$ cat config.mk
export PLATFORM = sky130hd
export DESIGN_NAME = adc_conversion_control
export DESIGN_NICKNAME = d
export VERILOG_FILES = /design/src/adc_conversion_control.v
export VERILOG_INCLUDE_DIRS = /design/src
export SDC_FILE = /design/constraint.sdc
export NUM_CORES = 1
export LEC_CHECK = 0
export ABC_AREA = 1
export BUFFER_PORTS_ARGS = -buffer_cell sky130_fd_sc_hd__buf_2
export CORE_MARGIN = 4
export CORE_UTILIZATION = 24
export DETAILED_ROUTE_END_ITERATION = 7
export RECOVER_POWER = 100
export SETUP_SLACK_MARGIN = 0.4
export SLEW_MARGIN = 20
export SYNTH_ARGS = -nofsm -noshare
export SYNTH_HDL_FRONTEND = slang
export SYNTH_SLANG_ARGS = --single-unit
export TNS_END_PERCENT = 30
$ cat constraint.sdc
create_clock -name clk_sys -period 4.8 [get_ports clk_sys]
set_input_delay 0.48 -clock clk_sys [delete_from_list [all_inputs] [get_ports clk_sys]]
set_output_delay 0.48 -clock clk_sys [all_outputs]
set_load 0.005 [all_outputs]
$ cat src/adc_ctrl_consts.vh
`ifndef ADC_CTRL_CONSTS_VH
`define ADC_CTRL_CONSTS_VH
// register byte addresses
`define ADDR_CONTROL     4'h0
`define ADDR_CONFIG      4'h4
`define ADDR_RES_HIGH    4'h8
`define ADDR_RES_LOW     4'hC
`define ADDR_TRIG_CFG    5'h10
`define ADDR_SLEEP_STAT  5'h14
// control fields
`define CTL_ENABLE       0
`define CTL_START        1
`define CTL_CHAN_HI      6
`define CTL_CHAN_LO      2
`define CTL_MASK         8'h7F
// config fields
`define CFG_JUSTIFY      7
`define CFG_CLK_HI       6
`define CFG_CLK_LO       4
`define CFG_REF_HI       1
`define CFG_REF_LO       0
`define CFG_MASK         8'hF3
// clock select codes; x11 means the rc oscillator
`define CLK_DIV2         3'h0
`define CLK_DIV4         3'h4
`define CLK_DIV8         3'h1
`define CLK_DIV16        3'h5
`define CLK_DIV32        3'h2
`define CLK_DIV64        3'h6
`define CLK_RC_LOW2      2'h3
// trigger source codes
`define TRIG_CCP_ONE     3'h0
`define TRIG_CCP_TWO     3'h1
`define TRIG_TMR0        3'h2
`define TRIG_TMR1        3'h3
`define TRIG_TMR2        3'h4
`define TRIG_OFF         3'h7
// conversion length in half conversion clock periods (11.5 periods)
`define CONV_HALF_TICKS  5'h17
`define HALF_TICK_BITS   5
// half tick count after which all ten bits are decided
`define DECIDE_END       5'h14
// channel code that connects nothing, driven while disabled
`define CHAN_NONE        5'h1E
// one instruction cycle of delay before an rc-clocked start, in system clocks
`define INSTR_CYCLES     8'h04
`define RESP_OKAY        2'h0
`define RESP_SLVERR      2'h2
`endif
$ cat src/adc_conversion_control.v
`timescale 1ns/100ps
`include "adc_ctrl_consts.vh"
module adc_conversion_control (
    input  wire        clk_sys,
    input  wire        rst,
    input  wire [31:0] s_axi_awaddr,
    input  wire        s_axi_awvalid,
    output reg         s_axi_awready,
    input  wire [31:0] s_axi_wdata,
    input  wire [3:0]  s_axi_wstrb,
    input  wire        s_axi_wvalid,
    output reg         s_axi_wready,
    output reg  [1:0]  s_axi_bresp,
    output reg         s_axi_bvalid,
    input  wire        s_axi_bready,
    input  wire [31:0] s_axi_araddr,
    input  wire        s_axi_arvalid,
    output reg         s_axi_arready,
    output reg  [31:0] s_axi_rdata,
    output reg  [1:0]  s_axi_rresp,
    output reg         s_axi_rvalid,
    input  wire        s_axi_rready,
    input  wire [4:0]  trigger_events,
    input  wire        cpu_sleep,
    input  wire        conversion_irq_enable,
    input  wire        comparator_out,
    input  wire        rc_clock_tick,
    output reg         conversion_irq_flag,
    output reg         wake_request,
    output reg         converter_powered,
    output reg         sample_hold,
    output reg  [9:0]  sar_trial,
    output reg  [4:0]  channel_select,
    output reg  [1:0]  pos_reference_select
);
    localparam ST_IDLE  = 2'h0;
    localparam ST_DELAY = 2'h1;
    localparam ST_CONV  = 2'h2;

    reg  [7:0] control_q;
    reg  [7:0] config_q;
    reg  [7:0] res_high_q;
    reg  [7:0] res_low_q;
    reg  [2:0] trig_sel_q;
    reg  [1:0] state_q;
    reg  [7:0] delay_q;
    reg  [4:0] half_q;
    reg  [6:0] div_q;
    reg  [9:0] sar_q;
    reg  [3:0] bitpos_q;
    reg        sleep_off_q;
    reg  [4:0] trig_prev_q;
    reg  [2:0] rc_sync_q;
    reg        rc_level_q;
    reg        rc_prev_q;
    reg  [2:0] slp_sync_q;
    reg        slp_level_q;
    reg        aw_hold_q;
    reg        w_hold_q;
    reg  [4:0] aw_addr_q;
    reg  [31:0] w_data_q;
    reg  [3:0] w_strb_q;

    wire       rc_sel   = (config_q[`CFG_CLK_LO+1:`CFG_CLK_LO] == `CLK_RC_LOW2);
    wire [2:0] clk_code = config_q[`CFG_CLK_HI:`CFG_CLK_LO];
    reg  [6:0] div_top;
    always @* begin
        case (clk_code)
            `CLK_DIV2:  div_top = 7'h00;
            `CLK_DIV4:  div_top = 7'h01;
            `CLK_DIV8:  div_top = 7'h03;
            `CLK_DIV16: div_top = 7'h07;
            `CLK_DIV32: div_top = 7'h0F;
            `CLK_DIV64: div_top = 7'h1F;
            default:    div_top = 7'h00;
        endcase
    end

    // half-period tick of the conversion clock; the rc tick passes the pin synchroniser
    wire sys_half = (div_q == div_top);
    wire rc_edge  = rc_level_q != rc_prev_q;
    wire half_tick = rc_sel ? rc_edge : sys_half;

    // trigger edges: a held level only counts once
    wire [4:0] trig_rise = trigger_events & ~trig_prev_q;
    wire       trig_hit  = (trig_sel_q <= `TRIG_TMR2) && trig_rise[trig_sel_q];

    wire wr_go   = aw_hold_q && w_hold_q && !s_axi_bvalid;
    wire wr_ctl  = wr_go && (aw_addr_q == {1'b0, `ADDR_CONTROL}) && w_strb_q[0];
    wire [7:0] ctl_wval = w_data_q[7:0] & `CTL_MASK;
    wire enabled = control_q[`CTL_ENABLE];
    wire sw_stop = wr_ctl && !ctl_wval[`CTL_START] && (state_q != ST_IDLE);
    wire sw_start = wr_ctl && ctl_wval[`CTL_START];
    wire start_req = (sw_start || trig_hit) && enabled && (state_q == ST_IDLE);
    // sleep stops a non-rc conversion; rc keeps going through sleep
    wire sleep_abort = slp_level_q && !rc_sel && (state_q != ST_IDLE);
    wire conv_done = (state_q == ST_CONV) && half_tick && (half_q == `CONV_HALF_TICKS - 5'h01);
    wire all_done  = (half_q >= `DECIDE_END);
    // last converted bit sits just above the pending trial bit; nothing converted fills zero
    wire last_bit  = (bitpos_q == 4'h9) ? 1'b0 : sar_q[bitpos_q + 4'h1];
    wire [9:0] fill_mask = all_done ? 10'h000 : (10'h3FF >> (4'h9 - bitpos_q));
    wire [9:0] partial = (sar_q & ~fill_mask) | ({10{last_bit}} & fill_mask);
    wire [9:0] load_val = conv_done ? sar_q : partial;
    wire       do_load  = conv_done || sw_stop;

    always @(posedge clk_sys) begin
        if (rst) begin
            rc_sync_q   <= 3'h0;
            rc_level_q  <= 1'b0;
            rc_prev_q   <= 1'b0;
            slp_sync_q  <= 3'h0;
            slp_level_q <= 1'b0;
            trig_prev_q <= 5'h00;
        end else begin
            rc_sync_q   <= {rc_sync_q[1:0], rc_clock_tick};
            slp_sync_q  <= {slp_sync_q[1:0], cpu_sleep};
            if (rc_sync_q[1] == rc_sync_q[2]) rc_level_q <= rc_sync_q[2];
            if (slp_sync_q[1] == slp_sync_q[2]) slp_level_q <= slp_sync_q[2];
            rc_prev_q   <= rc_level_q;
            trig_prev_q <= trigger_events;
        end
    end

    always @(posedge clk_sys) begin
        if (rst) begin
            state_q <= ST_IDLE;
            delay_q <= 8'h00;
            half_q  <= 5'h00;
            div_q   <= 7'h00;
            sar_q   <= 10'h000;
            bitpos_q <= 4'h9;
            res_high_q <= 8'h00;
            res_low_q  <= 8'h00;
            conversion_irq_flag <= 1'b0;
            wake_request <= 1'b0;
            sleep_off_q  <= 1'b0;
        end else begin
            div_q <= (sys_half || state_q == ST_IDLE) ? 7'h00 : div_q + 7'h01;
            if (conversion_irq_flag && !conversion_irq_enable && !slp_level_q)
                conversion_irq_flag <= 1'b0;
            if (!slp_level_q) begin
                wake_request <= 1'b0;
                sleep_off_q  <= 1'b0;
            end
            if (sleep_abort) begin
                state_q     <= ST_IDLE;
                sleep_off_q <= 1'b1;
            end else if (!enabled) begin
                state_q <= ST_IDLE;
            end else if (do_load) begin
                state_q <= ST_IDLE;
                if (config_q[`CFG_JUSTIFY]) begin
                    res_high_q <= {6'h00, load_val[9:8]};
                    res_low_q  <= load_val[7:0];
                end else begin
                    res_high_q <= load_val[9:2];
                    res_low_q  <= {load_val[1:0], 6'h00};
                end
                if (conv_done) begin
                    conversion_irq_flag <= 1'b1;
                    if (slp_level_q && conversion_irq_enable) wake_request <= 1'b1;
                    if (slp_level_q && !conversion_irq_enable) sleep_off_q <= 1'b1;
                end
            end else if (start_req) begin
                state_q <= rc_sel ? ST_DELAY : ST_CONV;
                delay_q <= 8'h00;
                half_q  <= 5'h00;
                sar_q   <= 10'h200;
                bitpos_q <= 4'h9;
            end else begin
                case (state_q)
                    ST_DELAY: begin
                        delay_q <= delay_q + 8'h01;
                        if (delay_q == `INSTR_CYCLES - 8'h01) state_q <= ST_CONV;
                    end
                    ST_CONV: begin
                        // odd half ticks resolve one bit each, msb first
                        if (half_tick) begin
                            half_q <= half_q + 5'h01;
                            if (half_q[0] && half_q < `DECIDE_END) begin
                                // comparator follows sar_trial within a clock; a synchroniser
                                // would outlast the half period of the fastest divider
                                sar_q[bitpos_q] <= comparator_out;
                                if (bitpos_q != 4'h0) begin
                                    sar_q[bitpos_q - 4'h1] <= 1'b1;
                                    bitpos_q <= bitpos_q - 4'h1;
                                end
                            end
                        end
                    end
                    default: state_q <= ST_IDLE;
                endcase
            end
        end
    end

    wire busy = (state_q != ST_IDLE);

    // axi4-lite write path: address and data latched independently
    always @(posedge clk_sys) begin
        if (rst) begin
            aw_hold_q <= 1'b0;
            w_hold_q  <= 1'b0;
            aw_addr_q <= 5'h00;
            w_data_q  <= 32'h0000_0000;
            w_strb_q  <= 4'h0;
            s_axi_awready <= 1'b0;
            s_axi_wready  <= 1'b0;
            s_axi_bvalid  <= 1'b0;
            s_axi_bresp   <= `RESP_OKAY;
            control_q  <= 8'h00;
            config_q   <= 8'h00;
            trig_sel_q <= `TRIG_OFF;
        end else begin
            s_axi_awready <= !aw_hold_q && !s_axi_awready && s_axi_awvalid;
            s_axi_wready  <= !w_hold_q && !s_axi_wready && s_axi_wvalid;
            if (s_axi_awvalid && s_axi_awready) begin
                aw_hold_q <= 1'b1;
                aw_addr_q <= s_axi_awaddr[4:0];
            end
            if (s_axi_wvalid && s_axi_wready) begin
                w_hold_q <= 1'b1;
                w_data_q <= s_axi_wdata;
                w_strb_q <= s_axi_wstrb;
            end
            if (s_axi_bvalid && s_axi_bready) s_axi_bvalid <= 1'b0;
            // hardware clears start on finish or abort; a same-cycle trigger still wins
            if (!busy && !start_req) control_q[`CTL_START] <= 1'b0;
            if (start_req) control_q[`CTL_START] <= 1'b1;
            if (wr_go) begin
                aw_hold_q <= 1'b0;
                w_hold_q  <= 1'b0;
                s_axi_bvalid <= 1'b1;
                s_axi_bresp  <= `RESP_OKAY;
                if (w_strb_q[0]) begin
                    case (aw_addr_q)
                        {1'b0, `ADDR_CONTROL}: begin
                            control_q[`CTL_CHAN_HI:`CTL_ENABLE] <=
                                {ctl_wval[`CTL_CHAN_HI:`CTL_CHAN_LO],
                                 (ctl_wval[`CTL_START] && ctl_wval[`CTL_ENABLE]) || start_req,
                                 ctl_wval[`CTL_ENABLE]};
                        end
                        {1'b0, `ADDR_CONFIG}: config_q <= w_data_q[7:0] & `CFG_MASK;
                        `ADDR_TRIG_CFG: trig_sel_q <= w_data_q[2:0];
                        {1'b0, `ADDR_RES_HIGH}, {1'b0, `ADDR_RES_LOW},
                        `ADDR_SLEEP_STAT: ;
                        default: s_axi_bresp <= `RESP_SLVERR;
                    endcase
                end
            end
        end
    end

    // axi4-lite read path
    always @(posedge clk_sys) begin
        if (rst) begin
            s_axi_arready <= 1'b0;
            s_axi_rvalid  <= 1'b0;
            s_axi_rdata   <= 32'h0000_0000;
            s_axi_rresp   <= `RESP_OKAY;
        end else begin
            s_axi_arready <= !s_axi_rvalid && !s_axi_arready && s_axi_arvalid;
            if (s_axi_rvalid && s_axi_rready) s_axi_rvalid <= 1'b0;
            if (s_axi_arvalid && s_axi_arready) begin
                s_axi_rvalid <= 1'b1;
                s_axi_rresp  <= `RESP_OKAY;
                case (s_axi_araddr[4:0])
                    {1'b0, `ADDR_CONTROL}:  s_axi_rdata <= {24'h0, control_q};
                    {1'b0, `ADDR_CONFIG}:   s_axi_rdata <= {24'h0, config_q};
                    {1'b0, `ADDR_RES_HIGH}: s_axi_rdata <= {24'h0, res_high_q};
                    {1'b0, `ADDR_RES_LOW}:  s_axi_rdata <= {24'h0, res_low_q};
                    `ADDR_TRIG_CFG:         s_axi_rdata <= {29'h0, trig_sel_q};
                    `ADDR_SLEEP_STAT:       s_axi_rdata <= {30'h0, busy, sleep_off_q};
                    default: begin
                        s_axi_rdata <= 32'h0000_0000;
                        s_axi_rresp <= `RESP_SLVERR;
                    end
                endcase
            end
        end
    end

    always @(posedge clk_sys) begin
        if (rst) begin
            converter_powered    <= 1'b0;
            sample_hold          <= 1'b0;
            sar_trial            <= 10'h000;
            channel_select       <= 5'h00;
            pos_reference_select <= 2'h0;
        end else begin
            converter_powered    <= enabled && !sleep_off_q && !sleep_abort;
            sample_hold          <= (state_q == ST_CONV);
            sar_trial            <= sar_q;
            channel_select       <= enabled ? control_q[`CTL_CHAN_HI:`CTL_CHAN_LO] : `CHAN_NONE;
            pos_reference_select <= config_q[`CFG_REF_HI:`CFG_REF_LO];
        end
    end
endmodule

==> results.sh <==
export IMPL_grt_pass1_vias=5330
export IMPL_cp_startpoint="w_hold_q"
export IMPL_end_kind="register"
export IMPL_port_buffer_count=70
export IMPL_p_per_area_nw_per_um2=341.9
export IMPL_synthCells=914
export IMPL_die_w_um=173.2
export IMPL_cp_max_fo=18
export IMPL_multi_input_area_um2=3151
export IMPL_cts_sinks=135
export IMPL_crit_chain="inv_1, nor2_1, nand2_1, nor2_1, nand3_1, nand3_1, nand2_1, nand2_1, nand2_1, nor2_1, nand2_1, nand2_1, nor2_1"
export IMPL_leakage_nw=3.175
export IMPL_setup_ws_ns=1.666
export IMPL_clock_path_buffers=2
export IMPL_syn2layout_area_growth_pct=16.48
export IMPL_grt_ovfl_total=0
export IMPL_nets=1107
export IMPL_worst_pin_slew_ns=1.037
export IMPL_required_ns=5.11
export IMPL_fmax_mhz=319.1
export IMPL_rrSetupSlack_ns=1.67
export IMPL_grt_pass1_wl_mm=27.26
export IMPL_start_util_pct=24.36
export IMPL_finalHoldViolCount=0
export IMPL_ios=178
export IMPL_status="finished clean"
export IMPL_final_layout_size_suffix_gt1_share_pct=9.990
export IMPL_synth_top_area_cell="dfxtp_1"
export IMPL_fin_setup_tns_ns=0
export IMPL_ctsHoldBuffers=0
export IMPL_drt_iter0_drc=449
export IMPL_ant_nets=0
export IMPL_ys_ff_latch=135
export IMPL_maxCapViolations=0
export IMPL_cp_common_cell="nand2_1"
export IMPL_final_common_cell="nand2_1"
export IMPL_ctsResizeCount=0
export IMPL_synth_area_per_cell_um2=7.162
export IMPL_criticalPathCategory="reg -> reg"
export IMPL_r2r_end="sar_q[0]"
export IMPL_cp_start_kind="register"
export IMPL_utilization_pct=28.37
export IMPL_yosys_warnings=0
export IMPL_cts_buffers=17
export IMPL_vias_per_cell=4.402
export IMPL_layout_common_cells="nand2_1, dfxtp_1, nor2_1"
export IMPL_cts_max_level=4
export IMPL_fp_row_count=60
export IMPL_core_um2=26880
export IMPL_vias=5863
export IMPL_reg2reg_from="w_hold_q"
export IMPL_ys_seq_area_share_pct=41.28
export IMPL_rsz0062_at_grt="no"
export IMPL_min_period_ns=3.134
export IMPL_antennaDiodeCount=0
export IMPL_synth_area_um2=6546
export IMPL_cpPeakStageDelay_ns=0.75
export IMPL_die_area_um2=29980
export IMPL_dr_pass1_iters=7
export IMPL_grtUsageTotal_pct=10.91
export IMPL_hold_class="in -> reg"
export IMPL_clock_skew_ns=0.009539
export IMPL_worstHoldStart="rc_clock_tick"
export IMPL_seqCellArea_um2=2703
export IMPL_synth_cell_types=46
export IMPL_route_detailed_drc=0
export IMPL_n_fill_cell=2997
export IMPL_hold_depth=3
export IMPL_cts_tree="done"
export IMPL_cp_data_arrival_time_ns=3.44
export IMPL_routedWlPerCell_um=12.32
export IMPL_clk_pin_slew_ns=0.06
export IMPL_slew_violations=0
export IMPL_synthTopCellsByArea="dfxtp_1, nand2_1, nor2_1"
export IMPL_wl_mm=16.42
export IMPL_grt_max_degree=79
export IMPL_min_to="rc_sync_q[0]"
export IMPL_root_buffer="clkbuf_16"
export IMPL_die_h_um=173.2
export IMPL_clock_latency_ns=0.42
export IMPL_synth_top_area_share_pct=41.28
export IMPL_slowest_stage="nor2_1"
export IMPL_min_period_over_period_pct=65.28
export IMPL_hpwl_mm=11.89
export IMPL_peakVddDrop_uv=210.7
export IMPL_reg2regPathDepth=13
export IMPL_finalSetupViolations=0
export IMPL_preCtsSetupSlack_ns=2.214
export IMPL_antenna_found_initial=0
export IMPL_postCtsSetupBuffers=0
export IMPL_slew_headroom_pct=30.78
export IMPL_place_gp_congestion=0.8403
-- cell usage after synthesis (all sizes together) --
cell type,number
nor3,11
o21ai,61
a211oi,8
clkinv,1
ha,13
o2111ai,3
nor2,135
a31oi,5
nand4,15
a21boi,1
o31ai,4
nand3b,2
clkbuf,18
nand3,60
xor2,9
o211ai,7
nor3b,2
buf,35
o22ai,2
inv,100
nand2,198
a21oi,74
a31o,1
o21bai,1
conb,1
o221ai,2
or2,2
nor4,2
dfxtp,135
xnor2,6
-- flip-flops by register name, summed over array words and instances (netlist names), 3 cells and up --
signal,flops
sar_q,10
sar_trial,10
delay_q,8
res_high_q,8
res_low_q,8
s_axi_rdata,8
w_data_q,8
control_q,7
div_q,7
config_q,6
aw_addr_q,5
channel_select,5
half_q,5
trig_prev_q,5
bitpos_q,4
rc_sync_q,3
slp_sync_q,3
trig_sel_q,3
-- critical path: cells and delay by family (launching register included) --
kind          cells  cell delay, ns
simple gates     12            2.65
flops             1            0.30
buf+inv           1            0.06
-- metal layers --
layer | vias up | GRT usage (%) | share of wire [%]
met5 | - | 0 | 0
met4 | 0 | 1.962 | 0.67
met3 | 8 | 3.192 | 4.8
met2 | 116 | 16.65 | 44
met1 | 2690 | 15.47 | 51
li1 | 3049 | - | -
-- worst max path at each step --
stage / endpoint / slack [ns]
detailed placement: sar_q[9] / 2.21
global route: sar_q[4] / 1.16
floorplan: res_low_q[5] / 2.63
CTS: bitpos_q[2] / 2.23
finish: sar_q[0] / 1.67
global placement: sar_q[9] / 2.21
-- where the power goes --
group / total (W) / internal, W / switching, W
registers: 0.00114 / 0.00114 / 0.00000733
clock network: 0.00138 / 0.000882 / 0.000493
logic: 0.0000870 / 0.0000281 / 0.0000589
-- metrics by stage --
stage | instances | cell area (µm²) | total power (W) | hold WS [ns]
6_report | 1332 | 7625 | 0.002607 | 0.2625
5_1_grt | 1332 | 7625 | 0.002705 | 0.2634
4_1_cts | 1332 | 7716 | 0.002641 | 0.2522
3_5_place_dp | 1300 | 7094 | 0.001257 | 0.4151
3_3_place_gp | 1300 | 7094 | 0.001255 | 0.4067
2_1_floorplan | 939 | 6640 | 0.001236 | 0.3883
-- layout make-up --
class	instances	share of cell area, %
well taps	341	5.596
clock inverters	12	2.297
inverters	101	4.972
repair buffers	73	4.513
multi-input cells	650	41.32
flip-flops and latches	135	35.44
clock buffers	20	5.858
-- cell families (layout without fill, tap and decap cells) --
| logic type | Yosys count | in the layout | synth area share (%) |
|---|---|---|---|
| flip-flops | 135 | 135 | 41.28 |
| XOR/XNOR | 15 | 15 | 2.007 |
| other | 1 | 26 | 0.05728 |
| AND/OR/NAND/NOR | 427 | 427 | 28.55 |
| buffers and inverters | 154 | 206 | 11.07 |
| AO/OA/AOI/OAI | 169 | 169 | 14.55 |
| adder cells (fa/ha/maj) | 13 | 13 | 2.485 |
(Power assumes the default switching activity.)
